**src/pkg/qdc_defs.vh**
```
// Register map, field positions, reset values and timing counts of the quadrature decoder
// ==========================================================================
`ifndef QDC_DEFS_VH
`define QDC_DEFS_VH

// ==========================================================================
// Register byte offsets
`define QDC_OFS_CONTROL      12'h000
`define QDC_OFS_DIVIDER      12'h004
`define QDC_OFS_MODE_CONTROL 12'h008
`define QDC_OFS_X_COUNT      12'h00c
`define QDC_OFS_Y_COUNT      12'h010
`define QDC_OFS_Z_COUNT      12'h014
`define QDC_OFS_EDGE_COUNT   12'h018

// ==========================================================================
// decoder_control fields
`define QDC_CTL_THR_LSB      0
`define QDC_CTL_THR_MSB      7
`define QDC_CTL_IRQ_BIT      8
`define QDC_CTL_CLR_BIT      9
`define QDC_CTL_LPCLK_BIT    10

// decoder_mode_control fields: per axis 4-bit pin select at 8*axis, mode at 8*axis+4,
// enable at 8*axis+5
`define QDC_MODE_AXIS_STRIDE 8
`define QDC_MODE_MODE_OFS    4
`define QDC_MODE_EN_OFS      5

// ==========================================================================
// Reset values
`define QDC_RST_THRESHOLD    8'h01
`define QDC_RST_DIVIDER      10'h000
`define QDC_RST_MODE_CONTROL 24'h000000

// ==========================================================================
// Timing: 20 MHz clock caps sampling at 16 MHz by forcing at least one extra cycle, except with the low-power clock flag, which samples every cycle
`define QDC_CLK_HZ           20000000
`define QDC_MAX_SAMPLE_HZ    16000000
`define QDC_MIN_DIV_CYCLES   ((`QDC_CLK_HZ + `QDC_MAX_SAMPLE_HZ - 1) / `QDC_MAX_SAMPLE_HZ)
`define QDC_FILTER_SAMPLES   3

`endif

```
**src/logic/qdc_channel_filter.v**
```verilog
// Spike filter and edge detector for one decoder channel input
`timescale 1ns/1ns
module qdc_channel_filter #(
  parameter SAMPLES = 3
) (
  input  wire clk,        // System clock
  input  wire rst_b,      // Synchronous reset, active low
  input  wire sample,     // Sampling strobe from divider
  input  wire raw,        // Synchronised channel level
  output reg  level_q,    // Filtered level
  output reg  edge_q      // One-cycle pulse on filtered change
);

  reg [SAMPLES-1:0] hist_q;

  // ========================================================================
  // Level accepted only after SAMPLES equal samples
  always @(posedge clk) begin
    if (!rst_b) begin
      hist_q  <= {SAMPLES{1'b0}};
      level_q <= 1'b0;
      edge_q  <= 1'b0;
    end else begin
      edge_q <= 1'b0;
      if (sample) begin
        hist_q <= {hist_q[SAMPLES-2:0], raw};
        if (({hist_q[SAMPLES-2:0], raw} == {SAMPLES{~level_q}})) begin
          level_q <= ~level_q;
          edge_q  <= 1'b1;
        end
      end
    end
  end

endmodule // qdc_channel_filter

```
**src/logic/qdc_quad_decoder.v**
```verilog
// Three-axis quadrature decoder with APB register access
//
// Added by the designer: the APB interface to the registers and the register offsets.
`timescale 1ns/1ns
`include "qdc_defs.vh"
module qdc_quad_decoder #(
  parameter NUM_PINS = 12,
  parameter DIV_W    = 10
) (
  input  wire                clk,         // System clock, 20 MHz
  input  wire                rst_b,       // Synchronous reset, active low
  input  wire [NUM_PINS-1:0] gpio_in,     // Pad levels, asynchronous
  input  wire [11:0]         paddr,       // APB address
  input  wire                psel,        // APB select
  input  wire                penable,     // APB enable
  input  wire                pwrite,      // APB direction
  input  wire [31:0]         pwdata,      // APB write data
  output reg  [31:0]         prdata,      // APB read data
  output reg                 pready,      // APB ready
  output reg                 pslverr,     // APB error on unmapped address
  output reg                 irq_q        // Threshold interrupt and wake request
);

  // ========================================================================
  // Pad synchronisers
  reg [NUM_PINS-1:0] sync1_q;
  reg [NUM_PINS-1:0] sync2_q;
  always @(posedge clk) begin
    if (!rst_b) begin
      sync1_q <= {NUM_PINS{1'b0}};
      sync2_q <= {NUM_PINS{1'b0}};
    end else begin
      sync1_q <= gpio_in;
      sync2_q <= sync1_q;
    end
  end

  // ========================================================================
  // Registers
  reg [7:0]       thr_q;
  reg             lpclk_q;
  reg [DIV_W-1:0] div_q;
  reg [23:0]      modectl_q;
  reg [7:0]       edge_cnt_q;
  reg             pend_q;
  reg [15:0]      axis_cnt_q [0:2];

  // ========================================================================
  // Sampling divider
  reg [DIV_W-1:0] div_cnt_q;
  reg             sample_q;
  wire [DIV_W-1:0] div_eff;
  wire [31:0]      div_floor;
  wire [31:0]      div_q_ext;
  // Floor keeps the sampling rate under the cap even for a zero divider while lpclk_q is clear
  assign div_floor = `QDC_MIN_DIV_CYCLES - 1;
  assign div_q_ext = {{(32-DIV_W){1'b0}}, div_q};
  assign div_eff   = (div_q_ext < div_floor) ? div_floor[DIV_W-1:0] : div_q;

  always @(posedge clk) begin
    if (!rst_b) begin
      div_cnt_q <= {DIV_W{1'b0}};
      sample_q  <= 1'b0;
    end else if (lpclk_q) begin
      div_cnt_q <= {DIV_W{1'b0}};
      sample_q  <= 1'b1;
    end else if (div_cnt_q >= div_eff) begin
      div_cnt_q <= {DIV_W{1'b0}};
      sample_q  <= 1'b1;
    end else begin
      div_cnt_q <= div_cnt_q + {{(DIV_W-1){1'b0}}, 1'b1};
      sample_q  <= 1'b0;
    end
  end

  // ========================================================================
  // Per-axis pin select, filter, decode
  wire [2:0] axis_en;
  wire [2:0] axis_any_edge;
  genvar g;
  generate
    for (g = 0; g < 3; g = g + 1) begin : g_axis
      wire [3:0] sel;
      wire       quad_mode;
      wire       a_raw;
      wire       b_raw;
      wire       a_lvl;
      wire       b_lvl;
      wire       a_edge;
      wire       b_edge;
      reg        a_prev_q;
      reg        b_prev_q;
      assign sel       = modectl_q[g*`QDC_MODE_AXIS_STRIDE +: 4];
      assign quad_mode = ~modectl_q[g*`QDC_MODE_AXIS_STRIDE + `QDC_MODE_MODE_OFS];
      assign axis_en[g] = modectl_q[g*`QDC_MODE_AXIS_STRIDE + `QDC_MODE_EN_OFS];
      // Pair is pin sel and sel+1, wrapping at the top
      assign a_raw = sync2_q[sel % NUM_PINS];
      assign b_raw = sync2_q[(sel + 1) % NUM_PINS];

      qdc_channel_filter #(.SAMPLES(`QDC_FILTER_SAMPLES)) u_fa (
        .clk     (clk),
        .rst_b   (rst_b),
        .sample  (sample_q),
        .raw     (a_raw),
        .level_q (a_lvl),
        .edge_q  (a_edge)
      );
      qdc_channel_filter #(.SAMPLES(`QDC_FILTER_SAMPLES)) u_fb (
        .clk     (clk),
        .rst_b   (rst_b),
        .sample  (sample_q),
        .raw     (b_raw),
        .level_q (b_lvl),
        .edge_q  (b_edge)
      );

      assign axis_any_edge[g] = axis_en[g] & (a_edge | b_edge);

      // Direction from phase lead: A changes with A==B before -> forward
      always @(posedge clk) begin
        if (!rst_b) begin
          a_prev_q      <= 1'b0;
          b_prev_q      <= 1'b0;
          axis_cnt_q[g] <= 16'h0000;
        end else if (!axis_en[g]) begin
          a_prev_q      <= a_lvl;
          b_prev_q      <= b_lvl;
          axis_cnt_q[g] <= 16'h0000;
        end else begin
          a_prev_q <= a_lvl;
          b_prev_q <= b_lvl;
          if (a_edge | b_edge) begin
            if (!quad_mode) begin
              axis_cnt_q[g] <= axis_cnt_q[g] + 16'h0001;
            end else if (a_edge & ~b_edge) begin
              if (a_lvl != b_prev_q) axis_cnt_q[g] <= axis_cnt_q[g] + 16'h0001;
              else axis_cnt_q[g] <= axis_cnt_q[g] - 16'h0001;
            end else if (b_edge & ~a_edge) begin
              if (b_lvl == a_prev_q) axis_cnt_q[g] <= axis_cnt_q[g] + 16'h0001;
              else axis_cnt_q[g] <= axis_cnt_q[g] - 16'h0001;
            end
            // In quadrature mode both channels together carry no direction: hold
          end
        end
      end
    end
  endgenerate

  // ========================================================================
  // APB slave, one wait state
  wire apb_acc;
  wire apb_wr;
  wire clr_wr;
  wire irq_wr;
  wire any_edge;
  wire hit;
  assign apb_acc = psel & penable & ~pready;
  assign apb_wr  = apb_acc & pwrite & (paddr == `QDC_OFS_CONTROL);
  assign irq_wr  = apb_wr & pwdata[`QDC_CTL_IRQ_BIT];
  assign clr_wr  = apb_wr & pwdata[`QDC_CTL_CLR_BIT];
  assign any_edge = |axis_any_edge;
  assign hit = (paddr == `QDC_OFS_CONTROL) | (paddr == `QDC_OFS_DIVIDER) |
               (paddr == `QDC_OFS_MODE_CONTROL) | (paddr == `QDC_OFS_X_COUNT) |
               (paddr == `QDC_OFS_Y_COUNT) | (paddr == `QDC_OFS_Z_COUNT) |
               (paddr == `QDC_OFS_EDGE_COUNT);

  always @(posedge clk) begin
    if (!rst_b) begin
      thr_q     <= `QDC_RST_THRESHOLD;
      lpclk_q   <= 1'b0;
      div_q     <= `QDC_RST_DIVIDER;
      modectl_q <= `QDC_RST_MODE_CONTROL;
    end else if (apb_acc & pwrite) begin
      case (paddr)
        `QDC_OFS_CONTROL: begin
          thr_q   <= pwdata[`QDC_CTL_THR_MSB:`QDC_CTL_THR_LSB];
          lpclk_q <= pwdata[`QDC_CTL_LPCLK_BIT];
        end
        `QDC_OFS_DIVIDER:      div_q     <= pwdata[DIV_W-1:0];
        `QDC_OFS_MODE_CONTROL: modectl_q <= pwdata[23:0];
        default: ;
      endcase
    end
  end

  // ========================================================================
  // Edge counter and threshold interrupt
  always @(posedge clk) begin
    if (!rst_b) begin
      edge_cnt_q <= 8'h00;
    end else if (any_edge) begin
      // A simultaneous clear still applies and the edge counts from zero, so no event is lost
      edge_cnt_q <= (clr_wr ? 8'h00 : edge_cnt_q) + 8'h01;
    end else if (clr_wr) begin
      edge_cnt_q <= 8'h00;
    end
  end

  wire thr_hit;
  assign thr_hit = any_edge & ((clr_wr ? 8'h00 : edge_cnt_q) + 8'h01 == thr_q);

  always @(posedge clk) begin
    if (!rst_b) begin
      pend_q <= 1'b0;
      irq_q  <= 1'b0;
    end else begin
      if (thr_hit) pend_q <= 1'b1;
      else if (irq_wr) pend_q <= 1'b0;
      irq_q <= thr_hit | (pend_q & ~irq_wr);
    end
  end

  // ========================================================================
  // Read mux and handshake
  always @(posedge clk) begin
    if (!rst_b) begin
      prdata  <= 32'h00000000;
      pready  <= 1'b0;
      pslverr <= 1'b0;
    end else begin
      pready  <= psel & penable & ~pready;
      pslverr <= apb_acc & ~hit;
      prdata  <= 32'h00000000;
      if (apb_acc & ~pwrite) begin
        case (paddr)
          `QDC_OFS_CONTROL:
            prdata <= {21'h000000, lpclk_q, 1'b0, pend_q, thr_q};
          `QDC_OFS_DIVIDER:      prdata <= {{(32-DIV_W){1'b0}}, div_q};
          `QDC_OFS_MODE_CONTROL: prdata <= {8'h00, modectl_q};
          `QDC_OFS_X_COUNT:      prdata <= {16'h0000, axis_cnt_q[0]};
          `QDC_OFS_Y_COUNT:      prdata <= {16'h0000, axis_cnt_q[1]};
          `QDC_OFS_Z_COUNT:      prdata <= {16'h0000, axis_cnt_q[2]};
          `QDC_OFS_EDGE_COUNT:   prdata <= {24'h000000, edge_cnt_q};
          default:               prdata <= 32'h00000000;
        endcase
      end
    end
  end

endmodule // qdc_quad_decoder

```
**config.mk**
```make
export PLATFORM = sky130hd
export DESIGN_NAME = qdc_quad_decoder
export DESIGN_NICKNAME = d
export VERILOG_FILES = /design/src/logic/qdc_channel_filter.v /design/src/logic/qdc_quad_decoder.v
export VERILOG_INCLUDE_DIRS = /design/src /design/src/pkg
export SDC_FILE = /design/constraint.sdc
export NUM_CORES = 1
export LEC_CHECK = 0
export BUFFER_PORTS_ARGS = -buffer_cell sky130_fd_sc_hd__buf_2
export CAP_MARGIN = 20
export CORE_MARGIN = 4
export CORE_UTILIZATION = 25
export DETAILED_ROUTE_END_ITERATION = 7
export PLACE_DENSITY_LB_ADDON = 0.15
export SETUP_SLACK_MARGIN = 0.02
export SLEW_MARGIN = 20
export SYNTH_ARGS = -nofsm -noshare
export SYNTH_HDL_FRONTEND = slang
export SYNTH_SLANG_ARGS = --single-unit
```
**constraint.sdc**
```tcl
create_clock -name clk -period 8.7 [get_ports clk]
set_input_delay 1.305 -clock clk [delete_from_list [all_inputs] [get_ports clk]]
set_output_delay 1.305 -clock clk [all_outputs]
set_load 0.1 [all_outputs]
```
### After elaboration in Yosys (flattened, before gate mapping)

Memory sizes are Yosys's and may differ from the RTL's.
Index checks and enable logic that the tools add are counted.

| operators by class | value |
|---|---|
| bitwise gates (word level) | 64 |
| muxes and demuxes | 159 |
| reductions and logical operators | 15 |
| $lt $le $gt $ge | 8 |
| divide/modulo/power cells | 6 |
| equality and inequality tests | 19 |
| add/sub/neg operators | 11 |

Operators by type and width:

| cell | number |
|---|---|
| 16-bit 2-to-1 mux | 18 |
| 32-bit by 5-bit < comparator with 1-bit output, second input constant | 6 |
| 24-bit one-hot mux with 7 select lines | 1 |
| 1-bit 2-to-1 mux | 131 |
| 32-bit by 4-bit remainder unit with 32-bit output, second input constant | 3 |
| 4-bit by 4-bit remainder unit with 32-bit output, second input constant | 3 |
| 16-bit by 1-bit adder with 16-bit output, second input constant | 3 |
| 16-bit by 1-bit subtractor with 16-bit output, second input constant | 3 |
| 12-bit by 5-bit == test with 1-bit output, second input constant | 3 |
| 1-bit OR | 28 |
| 1-bit binary-select mux with 4-bit select | 6 |
| 12-bit by 4-bit == test with 1-bit output, second input constant | 2 |
| 2-bit AND reduction | 11 |
| 1-bit AND | 19 |
| 3-bit == test | 6 |
| 1-bit inverter | 17 |
| 8-bit 2-to-1 mux | 2 |
| 4-bit by 1-bit adder with 5-bit output, second input constant | 3 |
| 12-bit by 3-bit == test with 1-bit output, second input constant | 1 |
| 12-bit logical NOT | 1 |
| 10-bit by 1-bit adder with 10-bit output, second input constant | 1 |
| 10-bit greater-or-equal comparator | 1 |
| 10-bit by 1-bit < comparator with 1-bit output, second input constant | 1 |
| 10-bit 2-to-1 mux | 1 |
| 6 further kinds | 11 |

| word-level totals | value |
|---|---|
| memories kept | 1 |
| output and inout bits | 35 |
| bits in writable memories | 48 |
| word-level logic and storage cells | 321 |
| input port bits | 61 |
| register bits after elaboration | 152 |

Memories:

| name | words | bits a word | rd ports | clocked after memory_dff | write ports | line | source |
|---|---|---|---|---|---|---|---|
| axis_cnt_q | 3 | 16 | 3 | 0 | 3 | qdc_quad_decoder.v:46 | `reg [15:0] axis_cnt_q [0:2];` |

### Depth between registers and ports, before layout

| depth | value |
|---|---|
| depth after elaboration | 12 |
| mapped depth | 14 |
| gate-level depth less buffers | 13 |

### Cells and area by module

From an unflattened synthesis, not the netlist that was laid out.

| unflattened totals | value |
|---|---|
| cells, all modules | 1207 |
| area, all modules | 11123.2 um^2 |

Modules (own cells, without submodules):

| module | cells an instance | area an instance (um^2) | instances | sequential area each (um^2) |
|---|---|---|---|---|
| qdc_quad_decoder | 1111 | 10132.2 | 1 | 3843.7 |
| qdc_channel_filter | 16 | 165.2 | 6 | 80.1 |

### Least setup slack after synthesis

Ideal clock, no wire load.

| path | value |
|---|---|
| path kind | in2reg |
| from | input port paddr[4] |
| to | register irq_q |
| stages | 13 |
| slack | 4.957 ns |
| arrival | 3.656 ns |
| data required time | 8.613 ns |
| library setup time | 0.087 ns |
| path buffers | 1 |
| cells stage by stage | clkbuf_1 > nor4_1 > and4_1 > nand3_1 > and2_1 > ha_1 > nand3_1 > nor2_1 > xnor2_1 > xnor2_1 > o32ai_1 > a21oi_1 > o31ai_1 |

| on the way | value |
|---|---|
| word-level cells in the longest chain between the ends | 8 |
| elaborated cells on any way between the ends | 11 |
| those cells by class | add/sub: 1; eq/ne: 1; mux: 1; bitwise: 7; reduce/logical: 1 |

Ends and longest elaborated chain:

| item | line | source |
|---|---|---|
| start: declaration | qdc_quad_decoder.v:13 | `input wire [11:0] paddr,` |
| 12-bit logical NOT (*) | - |  |
| 1-bit AND (*) | qdc_quad_decoder.v:158 | `` assign apb_wr = apb_acc & pwrite & (paddr == `QDC_OFS_CONTROL); `` |
| 1-bit AND | qdc_quad_decoder.v:160 | `` assign clr_wr = apb_wr & pwdata[`QDC_CTL_CLR_BIT]; `` |
| 8-bit 2-to-1 mux | - |  |
| 8-bit by 1-bit adder with 8-bit output | qdc_quad_decoder.v:200 | `assign thr_hit = any_edge & ((clr_wr ? 8'h00 : edge_cnt_q) + 8'h01 == thr_q);` |
| 8-bit == test | qdc_quad_decoder.v:200 |  |
| 1-bit AND | qdc_quad_decoder.v:200 |  |
| 1-bit OR (*) | qdc_quad_decoder.v:209 | `irq_q <= thr_hit \| (pend_q & ~irq_wr);` |
| end signal: assignment | qdc_quad_decoder.v:209 |  |
| end: declaration | qdc_quad_decoder.v:21 | `output reg irq_q` |

Every way passes the cells marked *; elsewhere a longest branch is shown, timed or not.
A chain may end at the register's enable or synchronous reset.

### Worst setup path after layout

| path | value |
|---|---|
| from | input port paddr[7] |
| to | register irq_q |

The elaborated chain is that of the path after synthesis.

==> impl.org <==
** Clock tree
- In this run the clock root is driven by a clkbuf_16.
- Post-CTS timing repair inserted 0 buffers for setup.
- Clk slew on worst S/H paths :: approximately 0.08 ns
- The clock reaches the later pin of the worst-skew pair after between 0.4 and 0.5 ns.
- CTS buffer count :: 17
- TritonCTS clock tree :: done
- Post-cts hold buffer count :: 0
- In this run the number of H-tree levels came out at 4.
- Count of clock tree sinks :: 192
- CTS resizes :: 0
- Deepest clock path buffer count :: 2

** Logic synthesis
- Synthesized netlist cell count :: between 1k and 1.5k
- Synthesis inferred about 190 register bits.
- Largest cells by area after synthesis :: dfxtp_1 26%, edfxtp_1 13%, mux2i_1 4.9%
- Summed over its instances, the top area cell type makes up 26.3% of the synthesized netlist area.
- For this run, the number of Yosys warnings is 0.
- In this run, synthesis inferred 48 flip-flops with an integrated enable.
- The biggest area contributor in the post-synthesis netlist is dfxtp_1.
- Of all flip-flops after synthesis, the portion carrying an async set or reset was 0%.
- Cell area after synthesis :: 11000 µm²
- Prevailing post-synth register cell :: dfxtp_1
- In this run the mean area of a mapped cell was between 9 and 10 µm².
- Yosys mapped the design onto 74 distinct sky130hd cell types.
- Sequential elements use between 30% and 40% of the synthesized area.

** Critical path
- The worst setup path is launched from an input pin.
- Register-to-register path setup slack :: around 5.0 ns
- The setup path with the least slack is of type in2reg.
- For this design, the slowest cell found on the critical path is and4_1.
- Ordered cell list for the critical path :: buf_2 > nor4_1 > and4_1 > nand3_1 > nand2_1 > inv_1 > ha_1 > nand3_1 > nor2_1 > xnor2_1 > xnor2_1 > o32ai_1 > a21oi_1 > o31ai_1
- Counting cells, the worst reg-to-reg path comes to 10.
- The endpoint identified for the worst register-to-register timing path is g_axis[0].u_fb.level_q$_SDFFE_PN0P_.
- Element type at the critical path end :: register
- Worst endpoint required time :: around 9.1 ns
- Launch point of the worst reg-to-reg path :: modectl_q[0]$_SDFFE_PN0P_
- For the worst setup path, the data arrival time is slightly below 5 ns.
- Of all nets on the critical path, the largest fanout is 12.
- For this run, the slowest stage of the critical path takes ~0.67 ns.

** Timing
- Clock period minus final worst setup slack :: 4.51 ns
- Normalized max-slew margin :: 32.8%
- Setup repair after global routing left no endpoint under its margin.
- Fmax achieved :: 0.222 GHz
- Final critical-path share of the clock period :: 51.8%
- At the pin with the least slew margin, the transition time is around 1 ns.
- After routing, the total negative slack on setup checks comes to 0 ns.
- Final count of negative-setup-slack endpoints :: 0
- Setup skew after layout :: ~0.017 ns
- Final-report max-slew violation count :: 0
- Final Hold Vio Count :: 0

** Detailed routing
- Initial DRC Count :: ~700
- Post-route DRC violation count :: 0
- The count of nets left with antenna violations once routing finished came out at 0.
- After detailed routing, the number of vias per cell comes to roughly 5.
- Dividing the detail-routed wire length by the instance count gives about 18 µm.
- For this run, the detailed router's first-pass iteration total came to 5.
- Total via count after detailed routing :: 9106
- The routed design has 33100 µm of wire.

** GRT
- Remaining global-route overflow :: 0
- The number of antenna violations at the first check in global routing came to 1.
- Global routing usage on met1 :: 19.4%
- Wire length of the first global-routing pass :: between 50000 and 60000 µm
- Most Used Layer, Global Route :: met2
- Met2 global-route usage :: between 20% and 30%
- Via count of the first global-routing pass :: ~8.6k
- For this run, global-route usage on met3 was measured as between 3 and 4%.
- In the global route stage, overall resource usage came out at about 14%.
- Entering global routing, the biggest net connects 61 pins.

** Min path
- Hold path depth :: 1
- Worst hold-check path type :: reg2reg
- In this run the most critical hold path is launched from sync1_q[6]$_SDFF_PN0_.
- For hold timing, the worst endpoint is sync2_q[6]$_SDFF_PN0_.

** Pwr
- Cell area power density :: ~150 nW/µm²
- Power share of the clock group :: 43.5%
- Logic gate share of total power :: under 10%
- Of the total power, the share spent switching nets is roughly 28%.
- In this run the power spent charging and discharging nets is roughly 0.55 mW.
- VDD sags by at most about 110 µV.
- Summing internal, switching and leakage power gives 1.93 mW.
- Total leakage power :: around 4.6 nW
- Sequential share of power :: between 40% and 50%
- The internal portion of the total power is 1.38 mW.

** Finish
- Most common cell after layout, fill and taps aside :: dfxtp_1
- The top cell types in the final layout, fill and taps aside, are 144 x dfxtp_1, 102 x nand2_1, 82 x nor2_1.
- After the last flow step, the layout net total stands at 1328.
- Post-Route Utilization :: between 20% and 30%
- Synth-to-Final Area Change :: 14.0%
- Sequential cell area :: around 4300 µm²
- Multi-input gate area in the final layout :: around 6200 µm²
- 0 antenna diodes ended up in the layout.
- Fraction of layout cells with a size suffix above 1 :: a little under an eighth
- Number of inserted filler cells in the final layout :: between 4k and 5k

** Flow run
- Max-cap violations in this run came to 0.

** Placement
- Routability-driven placement finished with a final weighted congestion of roughly 0.8.
- Post-DP HPWL :: ~24000 µm
- Buffers on Ports :: approximately 80

** Floorplanning
- From bottom edge to top edge, the die measures ~220 µm.
- The die covers 47200 µm².
- Die width :: ~220 µm
- I/O pins :: 96
- The initial utilization of the core area, before any placement, comes to between 20% and 30%.
- The core region is around 43000 µm².
- Std-Cell Rows :: 76

** Run status
- The flow ran to the end, and the final reports show no timing, DRC or antenna violations.
power by group through the flow:
stage | clock network [mW] | logic [mW] | registers (mW)
2_1_floorplan | 0 | 0.106 | 0.965
3_3_place_gp | 0 | 0.133 | 0.979
3_5_place_dp | 0 | 0.134 | 0.980
4_1_cts | 0.871 | 0.134 | 0.959
5_1_grt | 0.903 | 0.147 | 0.963
6_report | 0.840 | 0.132 | 0.958
sequential cells by signal, indices dropped and copies added (netlist names), 3 cells and up:
| register | count |
|---|---|
| modectl_q | 24 |
| div_cnt_q | 10 |
| div_q | 10 |
| edge_cnt_q | 8 |
| thr_q | 8 |
| g_axis.u_fb.hist_q | 6 |
| sync1_q | 12 |
| g_axis.u_fa.hist_q | 6 |
| g_axis.u_fa.edge_q | 3 |
| g_axis.a_prev_q | 3 |
| g_axis.u_fa.level_q | 3 |
| g_axis.b_prev_q | 3 |
| g_axis.u_fb.edge_q | 3 |
| prdata | 24 |
| g_axis.u_fb.level_q | 3 |
| sync2_q | 12 |
| axis_cnt_q | 48 |
cells by family after synthesis:
family	Yosys count	share of synthesized area, %
AOI/OAI and AO/OA	285	17.6
xor gates and xnor gates	48	3.84
adders and majority gates	30	3.43
buffers and inverters	114	4.31
DFF	192	39.5
muxes	73	8.74
other	1	0.0342
and+or+nand+nor	462	22.5
worst max-delay path: cells and delay by family:
family,cells,cell delay [ns]
buf+inv,2,0.18
fa+ha+maj,1,0.23
xor+xnor,2,0.37
compound gates,3,0.69
simple gates,6,2.08
metrics by stage:
step	hold slack (ns)	std cells	cell area, µm²	setup WS [ns]
final	0.437	1835	12500	4.19
after global routing	0.457	1835	12500	3.82
after CTS	0.441	1835	12500	4.22
after detailed placement	0.420	1803	11900	3.76
after global placement	0.420	1803	11800	3.78
after floorplan	0.412	1212	11000	4.96
cell type report:
| class | count | share of cell area [%] |
|---|---|---|
| inverter | 32 | 0.962 |
| clock inverter | 15 | 1.65 |
| clock buffer | 17 | 3.41 |
| sequential | 192 | 34.6 |
| tap | 585 | 5.86 |
| timing repair buffer | 88 | 3.71 |
| multi-input combinational | 906 | 49.8 |
cell usage after synthesis, types with 12 or more instances:
master and number:
a211oi_1 16, a21boi_1 15, a21oi_1 76, a221oi_1 20, a22oi_1 32, a31oi_1 15, and2_1 39, and3_1 36
clkbuf_1 65, dfxtp_1 144, edfxtp_1 48, ha_1 30, inv_1 32, mux2i_1 54, mux4_2 18, nand2_1 102
nand2b_1 13, nand3_1 42, nor2_1 82, nor2b_1 44, nor3_1 34, o21ai_0 25, o22a_1 12, o22ai_1 12
or3_1 12, xnor2_1 29, xor2_1 19
metal layers:
layer | vias to the layer above | wire [µm]
li1 | 4494 | -
met1 | 4417 | 16200
met2 | 168 | 15100
met3 | 27 | 1390
met4 | 0 | 467
met5 | - | 0
how the worst max path moves through the flow:
stage / startpoint / end / slack (ns) / depth (start not counted)
floorplan: paddr[4] / irq_q$_SDFF_PN0_ / 4.96 / 13
global placement: paddr[7] / irq_q$_SDFF_PN0_ / 3.78 / 13
detailed placement: paddr[7] / irq_q$_SDFF_PN0_ / 3.76 / 13
CTS: paddr[7] / irq_q$_SDFF_PN0_ / 4.22 / 14
global route: paddr[7] / irq_q$_SDFF_PN0_ / 3.82 / 14
finish: paddr[7] / irq_q$_SDFF_PN0_ / 4.19 / 14
(Power assumes the default switching activity.)
